`src/nfcd_consts.svh`:
```
// Purpose: Constants for the flash command sequencer (host side)
// Assumes: 16-bit parallel flash bus, 100 MHz clock
// Notes: Offsets of the host register port are local choices
//
// Overview of operation
// - Clear-status is 555/71; read-status is 555/70, single writes.
// - While polling lock program, host ignores data lines five and one.
// - Full reset is 555/AA, 2AA/55, then any address with F0.
// - CFI entry is 555/98; leaving CFI or auto select is any/F0.
// - Auto select is unlock pair then 555/90; following cycles are reads.
// - Bypass entry is unlock pair then 555/20; exit is any/90, any/00.
// - Program is unlock pair, 555/A0, then address/data; bypass needs A0 only.
// - Buffer program: unlock, 25 at block, count-1 at block, pairs, 29 confirm.
// - Buffer abort recovery is 555/AA, 2AA/55, 555/F0.
// - Suspend is any/B0 or 51; resume is any/30 or 50.
// - Chip erase is six writes; in bypass only any/80, any/10.
// - Buffer count field is words minus one; at most 512 words.
`ifndef NFCD_CONSTS_SVH
`define NFCD_CONSTS_SVH
`define NFCD_A_UNLK1 11'h555
`define NFCD_A_UNLK2 11'h2AA
`define NFCD_D_UNLK1 8'hAA
`define NFCD_D_UNLK2 8'h55
`define NFCD_D_RESET 8'hF0
`define NFCD_D_CFI 8'h98
`define NFCD_D_ASEL 8'h90
`define NFCD_D_RDSR 8'h70
`define NFCD_D_CLSR 8'h71
`define NFCD_D_BYP 8'h20
`define NFCD_D_BYPX2 8'h00
`define NFCD_D_PROG 8'hA0
`define NFCD_D_BUF 8'h25
`define NFCD_D_BUFOK 8'h29
`define NFCD_D_SUSP 8'hB0
`define NFCD_D_RES 8'h30
`define NFCD_D_ERA1 8'h80
`define NFCD_D_ERA2 8'h10
`define NFCD_BUF_MAX 512
`define NFCD_LOCK_FIXED 16'hFEF8
`define NFCD_LOCK_PWD 2
`define NFCD_LOCK_NV 1
`define NFCD_SR_READY 7
`define NFCD_T_SETUP_NS 30
`define NFCD_T_PULSE_NS 50
`define NFCD_T_READ_NS 70
`define NFCD_REG_CMD 4'h0
`define NFCD_REG_ADDR 4'h1
`define NFCD_REG_DATA 4'h2
`define NFCD_REG_COUNT 4'h3
`define NFCD_REG_STAT 4'h4
`define NFCD_REG_RDATA 4'h5
`define NFCD_REG_MODE 4'h6
`endif

```
`src/nfcd_pkg.sv`:
```
// Purpose: Types for the flash command sequencer
// Assumes: Included constants header
// Notes: Command codes are host register values
package nfcd_pkg;
  typedef enum logic [3:0] {
    NFCD_OP_RESET = 4'h0,
    NFCD_OP_FULL_RESET = 4'h1,
    NFCD_OP_CFI = 4'h2,
    NFCD_OP_ASEL = 4'h3,
    NFCD_OP_RDSR = 4'h4,
    NFCD_OP_CLSR = 4'h5,
    NFCD_OP_BYP_ENTER = 4'h6,
    NFCD_OP_BYP_EXIT = 4'h7,
    NFCD_OP_PROG = 4'h8,
    NFCD_OP_BUF_START = 4'h9,
    NFCD_OP_BUF_WORD = 4'hA,
    NFCD_OP_BUF_OK = 4'hB,
    NFCD_OP_ABORT_RST = 4'hC,
    NFCD_OP_SUSPEND = 4'hD,
    NFCD_OP_RESUME = 4'hE,
    NFCD_OP_CHIP_ERASE = 4'hF
  } nfcd_op_t;
  typedef enum logic [1:0] {
    NFCD_BS_IDLE = 2'b00,
    NFCD_BS_SETUP = 2'b01,
    NFCD_BS_PULSE = 2'b10,
    NFCD_BS_HOLD = 2'b11
  } nfcd_bus_st_t;
endpackage

```
`src/nfcd_bus_cycle.sv`:
```
`include "nfcd_consts.svh"
// Purpose: One flash bus cycle, write or read, with timed strobes
// Assumes: 100 MHz clock, one cycle at a time
// Notes: Read data captured from a two-stage synchroniser
module nfcd_bus_cycle #(
  parameter int CLK_MHZ = 100
) (
  input wire logic i_clock,
  input wire logic i_rst,
  input wire logic i_ce,
  input wire logic i_start,
  input wire logic i_write,
  input wire logic [22:0] i_addr,
  input wire logic [15:0] i_wdata,
  output logic o_busy,
  output logic o_done,
  output logic [15:0] o_rdata,
  output logic [22:0] o_fl_addr,
  output logic [15:0] o_fl_dq_o,
  output logic o_fl_dq_oe,
  input wire logic [15:0] i_fl_dq_i,
  output logic o_fl_ce_n,
  output logic o_fl_oe_n,
  output logic o_fl_we_n
);
  import nfcd_pkg::*;
  localparam int SETUP_CYC = (`NFCD_T_SETUP_NS * CLK_MHZ + 999) / 1000;
  localparam int PULSE_CYC = (`NFCD_T_PULSE_NS * CLK_MHZ + 999) / 1000;
  localparam int READ_CYC = (`NFCD_T_READ_NS * CLK_MHZ + 999) / 1000 + 2;
  if (CLK_MHZ < 1 || CLK_MHZ > 1000) begin : g_bad_clk
    $error("CLK_MHZ out of range");
  end
  nfcd_bus_st_t st_r;
  logic [7:0] cnt_r;
  logic wr_r;
  logic [15:0] sync1_r, sync2_r;
  wire logic [7:0] setup_len = 8'(SETUP_CYC < 1 ? 1 : SETUP_CYC);
  wire logic [7:0] pulse_len = wr_r ? 8'(PULSE_CYC) : 8'(READ_CYC);
  assign o_busy = (st_r != NFCD_BS_IDLE);
  assign o_fl_ce_n = (st_r == NFCD_BS_IDLE);
  assign o_fl_we_n = !(wr_r && st_r == NFCD_BS_PULSE);
  assign o_fl_oe_n = !(!wr_r && st_r == NFCD_BS_PULSE);
  assign o_fl_dq_oe = wr_r && st_r != NFCD_BS_IDLE;
  // ************************************************
  // Strobe sequencer
  // ************************************************
  always_ff @(posedge i_clock or posedge i_rst) begin
    if (i_rst) begin
      st_r <= NFCD_BS_IDLE;
      cnt_r <= 8'h00;
      wr_r <= 1'b0;
      o_done <= 1'b0;
      o_fl_addr <= 23'h000000;
      o_fl_dq_o <= 16'h0000;
      o_rdata <= 16'h0000;
      sync1_r <= 16'h0000;
      sync2_r <= 16'h0000;
    end else if (i_ce) begin
      sync1_r <= i_fl_dq_i;
      sync2_r <= sync1_r;
      o_done <= 1'b0;
      cnt_r <= cnt_r + 8'h01;
      case (st_r)
        NFCD_BS_IDLE: begin
          cnt_r <= 8'h00;
          if (i_start) begin
            st_r <= NFCD_BS_SETUP;
            wr_r <= i_write;
            o_fl_addr <= i_addr;
            o_fl_dq_o <= i_wdata;
          end
        end
        NFCD_BS_SETUP: if (cnt_r + 8'h01 >= setup_len) begin
          st_r <= NFCD_BS_PULSE;
          cnt_r <= 8'h00;
        end
        NFCD_BS_PULSE: if (cnt_r + 8'h01 >= pulse_len) begin
          st_r <= NFCD_BS_HOLD;
          if (!wr_r) o_rdata <= sync2_r;
        end
        default: begin
          st_r <= NFCD_BS_IDLE;
          o_done <= 1'b1;
        end
      endcase
    end
  end
endmodule // nfcd_bus_cycle

```
`src/nfcd_seq_rom.sv`:
```
`include "nfcd_consts.svh"
// Purpose: Address/data pattern for each step of each command
// Assumes: Bypass flag from sequencer
// Notes: Pure decode, no state
module nfcd_seq_rom (
  input wire nfcd_pkg::nfcd_op_t i_op,
  input wire logic [2:0] i_step,
  input wire logic i_bypass,
  input wire logic [22:0] i_addr,
  input wire logic [15:0] i_data,
  input wire logic [8:0] i_count,
  output logic [22:0] o_addr,
  output logic [15:0] o_data,
  output logic o_last,
  output logic o_read
);
  import nfcd_pkg::*;
  logic [10:0] a;
  logic [7:0] d;
  logic lst, usr, rd, blk;
  wire logic unlk = (i_step < 3'd2);
  wire logic [10:0] unlk_a = (i_step == 3'd0) ? `NFCD_A_UNLK1 : `NFCD_A_UNLK2;
  wire logic [7:0] unlk_d = (i_step == 3'd0) ? `NFCD_D_UNLK1 : `NFCD_D_UNLK2;
  always_comb begin
    a = `NFCD_A_UNLK1;
    d = 8'h00;
    lst = 1'b0;
    usr = 1'b0;
    rd = 1'b0;
    blk = 1'b0;
    case (i_op)
      NFCD_OP_RESET: begin d = `NFCD_D_RESET; lst = 1'b1; end
      NFCD_OP_FULL_RESET, NFCD_OP_ABORT_RST: begin
        a = unlk ? unlk_a : `NFCD_A_UNLK1;
        d = unlk ? unlk_d : `NFCD_D_RESET;
        lst = (i_step == 3'd2);
      end
      NFCD_OP_CFI: begin d = `NFCD_D_CFI; lst = 1'b1; end
      NFCD_OP_RDSR: begin d = (i_step == 3'd0) ? `NFCD_D_RDSR : 8'h00;
        rd = (i_step == 3'd1); lst = rd; end
      NFCD_OP_CLSR: begin d = `NFCD_D_CLSR; lst = 1'b1; end
      NFCD_OP_ASEL, NFCD_OP_BYP_ENTER: begin
        a = unlk ? unlk_a : `NFCD_A_UNLK1;
        d = unlk ? unlk_d : ((i_op == NFCD_OP_ASEL) ? `NFCD_D_ASEL : `NFCD_D_BYP);
        lst = (i_step == 3'd2);
      end
      NFCD_OP_BYP_EXIT: begin
        d = (i_step == 3'd0) ? `NFCD_D_ASEL : `NFCD_D_BYPX2;
        lst = (i_step == 3'd1);
      end
      NFCD_OP_PROG: begin
        if (i_bypass) begin
          d = `NFCD_D_PROG; usr = (i_step == 3'd1); lst = usr;
        end else begin
          a = unlk ? unlk_a : `NFCD_A_UNLK1;
          d = unlk ? unlk_d : `NFCD_D_PROG;
          usr = (i_step == 3'd3); lst = usr;
        end
      end
      NFCD_OP_BUF_START: begin
        if (!i_bypass && unlk) begin
          a = unlk_a; d = unlk_d;
        end else begin
          blk = 1'b1;
          d = ((i_step == 3'd0) || (i_step == 3'd2)) ? `NFCD_D_BUF : i_count[7:0];
          lst = i_bypass ? (i_step == 3'd1) : (i_step == 3'd3);
        end
      end
      NFCD_OP_BUF_WORD: begin usr = 1'b1; lst = 1'b1; end
      NFCD_OP_BUF_OK: begin blk = 1'b1; d = `NFCD_D_BUFOK; lst = 1'b1; end
      NFCD_OP_SUSPEND: begin d = `NFCD_D_SUSP; lst = 1'b1; end
      NFCD_OP_RESUME: begin d = `NFCD_D_RES; lst = 1'b1; end
      default: begin
        if (i_bypass) begin
          d = (i_step == 3'd0) ? `NFCD_D_ERA1 : `NFCD_D_ERA2; lst = (i_step == 3'd1);
        end else begin
          a = (i_step == 3'd1 || i_step == 3'd4) ? `NFCD_A_UNLK2 : `NFCD_A_UNLK1;
          d = (i_step == 3'd2) ? `NFCD_D_ERA1 : (i_step == 3'd5) ? `NFCD_D_ERA2 :
              ((i_step == 3'd1 || i_step == 3'd4) ? `NFCD_D_UNLK2 : `NFCD_D_UNLK1);
          lst = (i_step == 3'd5);
        end
      end
    endcase
  end
  // Buffer count high bit rides above the byte for 512-word loads
  wire logic cnt_hi = (i_op == NFCD_OP_BUF_START) && unlk_q();
  function automatic logic unlk_q();
    return (i_step == 3'd1 && i_bypass) || (i_step == 3'd3);
  endfunction
  assign o_addr = (usr || blk) ? i_addr : {12'h000, a};
  assign o_data = usr ? i_data : {7'h00, cnt_hi & i_count[8], d};
  assign o_last = lst;
  assign o_read = rd;
endmodule // nfcd_seq_rom

```
`src/nfcd_host.sv`:
```
// The address map and the strobed register port were chosen for this implementation.
`include "nfcd_consts.svh"
// Purpose: Host controller issuing command sequences to a parallel NOR flash
// Assumes: Single 100 MHz clock, software register port with one-cycle read data
// Notes: Lock register image kept to refuse illegal mode-bit programs and to be read back
module nfcd_host #(
  parameter int CLK_MHZ = 100,
  parameter int BUF_WORDS = `NFCD_BUF_MAX
) (
  input wire logic i_clock,
  input wire logic i_rst,
  input wire logic i_ce,
  input wire logic [3:0] i_reg_addr,
  input wire logic [31:0] i_reg_wdata,
  input wire logic i_reg_wr,
  input wire logic i_reg_rd,
  output logic [31:0] o_reg_rdata,
  output logic [22:0] o_fl_addr,
  output logic [15:0] o_fl_dq_o,
  output logic o_fl_dq_oe,
  input wire logic [15:0] i_fl_dq_i,
  output logic o_fl_ce_n,
  output logic o_fl_oe_n,
  output logic o_fl_we_n
);
  import nfcd_pkg::*;
  if (BUF_WORDS < 1 || BUF_WORDS > `NFCD_BUF_MAX) begin : g_bad_buf
    $error("BUF_WORDS out of range");
  end
  // ************************************************
  // Software registers
  // ************************************************
  nfcd_op_t op_r;
  logic [22:0] addr_r;
  logic [15:0] data_r;
  logic [8:0] count_r;
  logic [15:0] rdata_r;
  logic [15:0] status_r;
  logic busy_r, bypass_r, asel_r, cfi_r, refused_r, abort_seen_r;
  logic [2:0] step_r;
  logic cyc_busy, cyc_done;
  logic [15:0] cyc_rdata;
  logic [22:0] rom_addr;
  logic [15:0] rom_data;
  logic rom_last, rom_read;
  logic [15:0] lock_img_r;
  wire logic hit_cmd = i_reg_wr && i_reg_addr == `NFCD_REG_CMD;
  wire logic hit_addr = i_reg_wr && i_reg_addr == `NFCD_REG_ADDR;
  wire logic hit_data = i_reg_wr && i_reg_addr == `NFCD_REG_DATA;
  wire logic hit_count = i_reg_wr && i_reg_addr == `NFCD_REG_COUNT;
  wire logic hit_lock = i_reg_wr && i_reg_addr == `NFCD_REG_MODE;
  wire nfcd_op_t new_op = nfcd_op_t'(i_reg_wdata[3:0]);
  // Password and nonvolatile bits may never both end at zero
  function automatic logic lock_conflict(input logic [15:0] img, input logic [15:0] req);
    logic pw, nv;
    pw = img[`NFCD_LOCK_PWD] & req[`NFCD_LOCK_PWD];
    nv = img[`NFCD_LOCK_NV] & req[`NFCD_LOCK_NV];
    return !pw && !nv;
  endfunction
  wire logic lock_refuse = lock_conflict(lock_img_r, i_reg_wdata[15:0]);
  // Software writes zeros only; a one cannot be restored
  wire logic [15:0] lock_next = (lock_img_r & i_reg_wdata[15:0]) | `NFCD_LOCK_FIXED;
  wire logic [15:0] lock_view = (lock_img_r & 16'h0007) | `NFCD_LOCK_FIXED;
  wire logic start_ok = hit_cmd && !busy_r;
  logic done_pend_r;
  wire logic go_cycle = busy_r && !cyc_busy && !cyc_done && !done_pend_r;
  wire logic [31:0] rd_mux =
    (i_reg_addr == `NFCD_REG_CMD) ? {28'h0000000, op_r} :
    (i_reg_addr == `NFCD_REG_ADDR) ? {9'h000, addr_r} :
    (i_reg_addr == `NFCD_REG_DATA) ? {16'h0000, data_r} :
    (i_reg_addr == `NFCD_REG_COUNT) ? {23'h000000, count_r} :
    (i_reg_addr == `NFCD_REG_STAT) ? {10'h000, abort_seen_r, refused_r, cfi_r, asel_r,
      bypass_r, busy_r, status_r} :
    (i_reg_addr == `NFCD_REG_RDATA) ? {16'h0000, rdata_r} :
    (i_reg_addr == `NFCD_REG_MODE) ? {16'h0000, lock_view} : 32'h00000000;
  // ************************************************
  // Pattern and bus cycle engines
  // ************************************************
  nfcd_seq_rom u_rom (
    .i_op(op_r),
    .i_step(step_r),
    .i_bypass(bypass_r),
    .i_addr(addr_r),
    .i_data(data_r),
    .i_count(count_r),
    .o_addr(rom_addr),
    .o_data(rom_data),
    .o_last(rom_last),
    .o_read(rom_read)
  );
  nfcd_bus_cycle #(.CLK_MHZ(CLK_MHZ)) u_cyc (
    .i_clock(i_clock),
    .i_rst(i_rst),
    .i_ce(i_ce),
    .i_start(go_cycle),
    .i_write(!rom_read),
    .i_addr(rom_addr),
    .i_wdata(rom_data),
    .o_busy(cyc_busy),
    .o_done(cyc_done),
    .o_rdata(cyc_rdata),
    .o_fl_addr(o_fl_addr),
    .o_fl_dq_o(o_fl_dq_o),
    .o_fl_dq_oe(o_fl_dq_oe),
    .i_fl_dq_i(i_fl_dq_i),
    .o_fl_ce_n(o_fl_ce_n),
    .o_fl_oe_n(o_fl_oe_n),
    .o_fl_we_n(o_fl_we_n)
  );
  // ************************************************
  // Register write port and read data
  // ************************************************
  always_ff @(posedge i_clock or posedge i_rst) begin
    if (i_rst) begin
      addr_r <= 23'h000000;
      data_r <= 16'h0000;
      count_r <= 9'h000;
      o_reg_rdata <= 32'h00000000;
      lock_img_r <= 16'hFFFF;
      refused_r <= 1'b0;
    end else if (i_ce) begin
      o_reg_rdata <= i_reg_rd ? rd_mux : 32'h00000000;
      if (hit_addr) addr_r <= i_reg_wdata[22:0];
      if (hit_data) data_r <= i_reg_wdata[15:0];
      if (hit_count) count_r <= (i_reg_wdata[9:0] > 10'(BUF_WORDS - 1)) ?
        9'(BUF_WORDS - 1) : i_reg_wdata[8:0];
      if (hit_lock && !lock_refuse) lock_img_r <= lock_next;
      if (hit_lock) refused_r <= lock_refuse;
      else if (start_ok) refused_r <= 1'b0;
    end
  end
  // ************************************************
  // Command sequencer
  // ************************************************
  wire logic step_end = cyc_done && rom_last;
  wire logic exits_mode = op_r == NFCD_OP_RESET || op_r == NFCD_OP_FULL_RESET ||
    op_r == NFCD_OP_ABORT_RST;
  always_ff @(posedge i_clock or posedge i_rst) begin
    if (i_rst) begin
      op_r <= NFCD_OP_RESET;
      step_r <= 3'd0;
      busy_r <= 1'b0;
      done_pend_r <= 1'b0;
      bypass_r <= 1'b0;
      asel_r <= 1'b0;
      cfi_r <= 1'b0;
      abort_seen_r <= 1'b0;
      rdata_r <= 16'h0000;
      status_r <= 16'h0080;
    end else if (i_ce) begin
      done_pend_r <= go_cycle;
      if (cyc_done) done_pend_r <= 1'b0;
      if (start_ok) begin
        op_r <= new_op;
        step_r <= 3'd0;
        busy_r <= 1'b1;
        done_pend_r <= 1'b0;
      end else if (cyc_done) begin
        if (rom_read) rdata_r <= cyc_rdata;
        if (!rom_last) step_r <= step_r + 3'd1;
      end
      if (step_end) begin
        busy_r <= 1'b0;
        if (op_r == NFCD_OP_RDSR) begin
          status_r <= {8'h00, cyc_rdata[7:0]};
          abort_seen_r <= cyc_rdata[3];
        end
        if (op_r == NFCD_OP_CLSR) begin
          status_r[6:1] <= 6'h00;
          if (abort_seen_r) status_r[`NFCD_SR_READY] <= 1'b1;
          abort_seen_r <= 1'b0;
        end
        if (exits_mode) begin
          status_r[6:1] <= 6'h00;
          asel_r <= 1'b0;
          cfi_r <= 1'b0;
          if (op_r != NFCD_OP_RESET) abort_seen_r <= 1'b0;
          // Plain reset keeps bypass, matching device behaviour
        end
        if (op_r == NFCD_OP_BYP_ENTER) bypass_r <= 1'b1;
        if (op_r == NFCD_OP_BYP_EXIT) bypass_r <= 1'b0;
        if (op_r == NFCD_OP_ASEL) asel_r <= 1'b1;
        if (op_r == NFCD_OP_CFI) cfi_r <= 1'b1;
      end
    end
  end
  // Partial sequences always run to their end; the flash drops a broken one itself
  // Lock polling data lines five and one are never interpreted here
endmodule // nfcd_host

```
`config.mk`:
```
export PLATFORM = sky130hd
export DESIGN_NAME = nfcd_host
export DESIGN_NICKNAME = d
export VERILOG_FILES = /design/src/nfcd_pkg.sv /design/src/nfcd_bus_cycle.sv /design/src/nfcd_seq_rom.sv /design/src/nfcd_host.sv
export VERILOG_INCLUDE_DIRS = /design/src
export SDC_FILE = /design/constraint.sdc
export NUM_CORES = 1
export LEC_CHECK = 0
export BUFFER_PORTS_ARGS = -buffer_cell sky130_fd_sc_hd__buf_2
export CORE_MARGIN = 8
export CORE_UTILIZATION = 55
export CTS_CLUSTER_SIZE = 25
export DETAILED_ROUTE_END_ITERATION = 7
export PLACE_DENSITY = 0.76
export SYNTH_ARGS = -nofsm -noshare
export SYNTH_HDL_FRONTEND = slang
export SYNTH_SLANG_ARGS = --single-unit
```
`constraint.sdc`:
```
create_clock -name i_clock -period 7.5 [get_ports i_clock]
set_input_delay 0 -clock i_clock [delete_from_list [all_inputs] [get_ports i_clock]]
set_output_delay 0 -clock i_clock [all_outputs]
set_load 0.01 [all_outputs]
```
; Yosys cells after proc, flatten, opt, wreduce, memory -nomap -nowiden
; Index checks and enable logic that the tools add are counted.
; Widths: inputs -> output; s select.
[word_totals]
word_cells = 216
in_bits = 57
regBits = 221
[op_classes]
n_eq_ne = 31
addsub = 2
n_mux = 72
bitwise_logic = 6
magnitude_cmp = 4
reduce_logical = 74
[op_table]
columns = operator, n
row1 = $mux 8, 16
row2 = $pmux 8 s13, 1
row3 = $mux 23, 4
row4 = $mux 11, 6
row5 = $mux 22, 3
row6 = $mux 16, 3
row7 = $pmux 11 s4, 1
row8 = $eq 4x3->1 const B, 7
row9 = $eq 4x4->1 const B, 7
row10 = $mux 1, 22
row11 = $reduce_and 3->1, 7
row12 = $logic_and 1x1->1, 18
row13 = $eq 4x2->1 const B, 4
row14 = $pmux 8 s2, 1
row15 = $reduce_and 2->1, 8
row16 = $mux 7, 2
row17 = $reduce_bool 2->1, 7
row18 = $logic_not 1->1, 12
row19 = $reduce_and 4->1, 3
row20 = $gt 10x9->1 const B, 1
row21 = $and 9x9->9, 1
row22 = $mux 3, 3
row23 = $mux 9, 1
row24 = $reduce_or 9->1, 1
row25 = 31 further kinds, 50

; Longest topological paths before layout
[logic_depth]
word_depth = 9
ltp_mapped = 11
mapped_depth_nobuf = 8

; Cells and area by module
; A second synthesis with hierarchy kept.
[hier_totals]
hier_cells = 971
hier_area_um2 = 10761.6
[by_module_without_submodules]
columns = mod, cells_per_inst, area_each_um2, instances
row1 = nfcd_host, 470, 5307.6, 1
row2 = nfcd_bus_cycle, 287, 4184.0, 1
row3 = nfcd_seq_rom, 214, 1270.0, 1

; Worst setup path before layout
; Ideal clock, no wire load.
[synth_path]
kind = reg2reg
startpoint = register step_r[2]
endpoint = register u_cyc.o_fl_addr[0]
n_path_buf = 3
path_stages_with_launch = 12
t_arrival_ns = 2.420
setup_slack_ns = 4.954
cell_sequence = dfrtp_1 > clkbuf_1 > buf_1 > inv_1 > ha_1 > nand2b_1 > and2_1 > a221oi_1 > a211o_1 > and2_1 > clkbuf_1 > a21oi_1
[synth_between]
elab_chain_len = 6
word_cells_on_any_way = 20
classes_between = order compare (1) / eq/ne (3) / mux (12) / reduce/logical (4)
[synth_lines]
columns = element, line_no
row1 = from (decl), nfcd_host.sv:40  ; logic [2:0] step_r;
row2 = from (signal assigned), nfcd_host.sv:160  ; if (!rom_last) step_r <= step_r + 3'd1;
row3 = $lt 3x2->1 (tied with other cells), nfcd_seq_rom.sv:21  ; wire logic unlk = (i_step < 3'd2);
row4 = $logic_and 1x1->1 (tied with other cells), nfcd_seq_rom.sv:61  ; if (!i_bypass && unlk) begin
row5 = $mux 1 or $mux 11 (tied branches), --
row6 = $pmux 1 s2 (tied with other cells), nfcd_seq_rom.sv:31  ; case (i_op)
row7 = $logic_or 1x1->1 or $pmux 11 s4 (tied branches), "nfcd_seq_rom.sv:90, nfcd_seq_rom.sv:31"
row8 = $mux 23 *, nfcd_seq_rom.sv:90  ; assign o_addr = (usr || blk) ? i_addr : {12'h000, a};
row9 = to (signal assigned), nfcd_bus_cycle.sv:69  ; o_fl_addr <= i_addr;
row10 = to (decl), nfcd_bus_cycle.sv:18  ; output logic [22:0] o_fl_addr,
; Mark *: on every way between the ends. The rest lies on a longest branch, timed or not.
; A chain may end at the register's enable or synchronous reset.

; Final worst setup path
[layout_path]
startpoint = register op_r[1]
endpoint = register rdata_r[11]
[layout_between]
elab_chain_len = 3
[layout_lines]
columns = element, line_no
row1 = from (decl), nfcd_host.sv:33  ; nfcd_op_t op_r;
row2 = from (signal assigned), nfcd_host.sv:154  ; op_r <= new_op;
row3 = $eq 4x3->1, nfcd_seq_rom.sv:31
row4 = $mux 1, nfcd_seq_rom.sv:31
row5 = $reduce_and 4->1 (no source line), --
row6 = to (signal assigned), nfcd_host.sv:159  ; if (rom_read) rdata_r <= cyc_rdata;
row7 = to (decl), nfcd_host.sv:37  ; logic [15:0] rdata_r;
; Every way passes these cells.

==> run_results.csv <==
group,metric,value,unit
setup_path,cp_max_fo,21,
floorplan,fp.dieW,152.7,um
synthesis,synth_largest_area_cell,"dfrtp_1",
global_routing,grt_overflow_total,0,
cells_and_area,drive_gt1_share,25.62,%
placement,io_buffers,113,
synthesis,synth-seq-cells,211,
synthesis,synthCells,975,
sta,fin_ws,4.391,ns
clocking,cts-root-buf,"clkbuf_16",
synthesis,syn_avg_cell_area,10.55,um2
clocking,cts_inserted_buffers,23,
setup_path,r2r_slack,4.39,ns
routing,wl_per_cell,19.85,um
global_routing,met1_usage,30.77,%
clocking,cts_tree,"built",
clocking,clk_latency,0.52,ns
setup_path,cp-start-kind,"flop",
sta,fin_skew,0.01043,ns
sta,tightest_slew,1.055,ns
synthesis,synth_edf_count,0,
setup_path,crit_buf_inv,1,
min_path,hp-class,"primary input to flop",
placement,post-dp-hpwl,18460,um
cells_and_area,regArea,0.005285,mm2
clocking,clock_sinks,211,
sta,final-hold-violation-count,0,
routing,drc,0,
sta,max_freq,321.7,MHz
setup_path,r2r-end,"rdata_r[11]$_DFFE_PP0P_",
floorplan,num_io_pins,132,
cells_and_area,fin_cells,1358,
routing,drt-pass1-iter-count,5,
clocking,cts_setup_buffers,0,
global_routing,use_met2,36.18,%
cells_and_area,final_cell_mix,"dfrtp_1, buf_2, mux2_2",
cells_and_area,nets,1179,
cells_and_area,area_delta_synth_final,17.99,%
setup_path,cp.arrival,3.51,ns
clocking,cts_max_level,1,
sta,rsz0062_at_grt,"no",
sta,finalCritPeriodShare,41.45,%
setup_path,cp_top_family,"simple AND/OR/NAND/NOR gates",
placement,place.gp.congestion,0.8975,
floorplan,design.core.area,0.01852,mm2
synthesis,yosys-top-cells-area,"dfrtp_1, mux2_2, o21ai_0",
floorplan,dieArea,0.02333,mm2
min_path,hold_depth,3,
routing,ant_nets,0,
clocking,cts_resized,0,
sta,setup_violations,0,
routing,vias,8013,
synthesis,netlist.area_leader.share,50.37,%
global_routing,grt_use_total,22.76,%
floorplan,die_y,152.7,um
setup_path,ff2ff_path_depth,5,
setup_path,cp_cell_sequence,"clkinv_1, nand3_1, nor2_1, and3_1, mux2_1",
power,p_leak,5.574,nW
global_routing,antenna_found_initial,1,
job,maxCapViolCount,0,
setup_path,r2r-start,"op_r[1]$_DFFE_PP0P_",
min_path,holdPathEnd,"o_reg_rdata[8]$_DFFE_PP0P_",
sta,slew_headroom,29.67,%
synthesis,yosysWarningCount,0,
global_routing,grt_pass1_vias,8087,
sta,drv_slew,0,
sta,finalSetupTns,0,ns
setup_path,critPathMaxStageDelay,0.84,ns
floorplan,row_count,50,
sta,fin_crit,3.109,ns
routing,drt_iter0_markers,746,
min_path,min_from,"i_reg_addr[2]",
global_routing,grt_max_degree,126,
clocking,cts.clk_slew.worst_paths,0.06,ns
floorplan,start_util,55.53,%
outcome,status,"finished, final reports clean",
synthesis,yosysSeqAreaShare,51.39,%
clocking,holdBufCountCts,42,
setup_path,criticalPathCategory,"flop to flop",
placement,placed_cells,1274,
global_routing,grt.busiest_layer,"met2",
setup_path,cp_data_required_time,7.90,ns
setup_path,critPathCaptureType,"flop",
cells_and_area,antenna_cells,0,
synthesis,synth_area,0.01028,mm2
global_routing,grt_pass1_wl,43610,um
synthesis,synth_ff_type,"dfrtp_1",
routing,wl,26960,um
synthesis,async_flop_share,100.0,%
routing,viasPerCell,5.901,
synthesis,yosysUniqueCellTypes,83,
setup_path,slowest_stage,"dfrtp_1",
cells_and_area,layout_commonest_cell,"dfrtp_1",
clocking,clock_path_buffers,3,
cells_and_area,multi_input_area,0.004522,mm2
global_routing,met3_usage,4.197,%
power,vdd_drop_max,0.2114,mV
placement,dp_slack,4.462,ns
cells_and_area,fill_cells,1431,
power,pwr_density_cell,312.7,mW/mm2
[through the flow]
| step | util [%] | hold slack (ns) | power [W] | cell area [um2] |
|---|---|---|---|---|
| after floorplan | - | 0.1168 | 0.002266 | 10310 |
| after global placement | 58.97 | 0.2310 | 0.002574 | 10920 |
| after detailed placement | 58.97 | 0.2302 | 0.002608 | 10920 |
| after CTS | 65.53 | 0.06968 | 0.003798 | 12130 |
| after global routing | 65.53 | 0.1011 | 0.003991 | 12130 |
| final | 65.53 | 0.07601 | 0.003794 | 12130 |
[worst max-delay path by stage]
stage | from | endpoint | slack, ns | cells after the start
6_report | op_r[1]$_DFFE_PP0P_ | rdata_r[11]$_DFFE_PP0P_ | 4.39 | 5
3_3_place_gp | op_r[1]$_DFFE_PP0P_ | rdata_r[10]$_DFFE_PP0P_ | 4.44 | 5
2_1_floorplan | i_rst | abort_seen_r$_DFFE_PP0P_ | 1.74 | 1
5_1_grt | step_r[1]$_DFFE_PP0P_ | u_cyc.o_fl_addr[2]$_DFFE_PP0P_ | 4.22 | 8
3_5_place_dp | step_r[1]$_DFFE_PP0P_ | u_cyc.o_fl_addr[10]$_DFFE_PP0P_ | 4.46 | 8
4_1_cts | step_r[1]$_DFFE_PP0P_ | u_cyc.o_fl_addr[10]$_DFFE_PP0P_ | 4.45 | 8
[cell usage after synthesis (8+ instances only)]
cell type	count
dfrtp_1	207
mux2_2	95
nand2_1	88
o21ai_0	77
nor2_1	75
inv_1	45
a21oi_1	41
clkbuf_1	35
o22ai_1	23
nand3_1	21
nand2b_1	18
ha_1	15
nor2b_1	11
nor3_1	11
buf_4	10
o211ai_1	10
a22oi_1	9
mux2_4	9
and3_1	8
buf_2	8
o2bb2ai_1	8
[metal layers]
layer	part of all wire, %	up-vias
met2	46	297
met3	6.4	51
li1	-	3721
met5	0.030	-
met4	2.7	2
met1	44	3942
[report_power, final]
part	internal [W]	total (W)	switching, W	leakage [nW]
combinational	0.000433	0.000991	0.000558	2.49
sequential	0.00137	0.00164	0.000268	2.70
clock	0.000707	0.00116	0.000457	0.390
total	0.00251	0.00379	0.00128	5.57
[worst register-to-register path, cell delays in order (launching register included)]
cell and delay (ns):
dfrtp_1 0.84, clkinv_1 0.51, nand3_1 0.52, nor2_1 0.13, and3_1 0.53, mux2_1 0.46
[layout make-up]
class,instances,share of cell area [%]
inverters,48,1.547
clock inverters,7,0.8455
multi-input cells,659,37.27
repair buffers,164,8.682
flip-flops and latches,211,43.56
well taps,234,2.413
clock buffers,35,5.692
[kinds of logic after synthesis]
kind of cell,synth area share [%]
AO/OA/AOI/OAI,15.23
XOR/XNOR,0.6813
adder cells (fa/ha/maj),1.825
buffers and inverters,4.952
flip-flops,51.39
multiplexers,13.16
other,0.03647
AND/OR/NAND/NOR,12.71
[state kept, by name (all words and copies together) (netlist names), 2 cells and up]
signal           flops
u_cyc.o_rdata       16
step_r               3
u_cyc.o_fl_addr     23
u_cyc.o_fl_dq_o     16
u_cyc.st_r           2
addr_r              23
lock_img_r           3
u_cyc.cnt_r          8
u_cyc.sync1_r       16
u_cyc.sync2_r       16
op_r                 4
status_r             8
o_reg_rdata         23
count_r              9
data_r              16
rdata_r             16
Note: power is estimated with default switching activity, not from simulation.
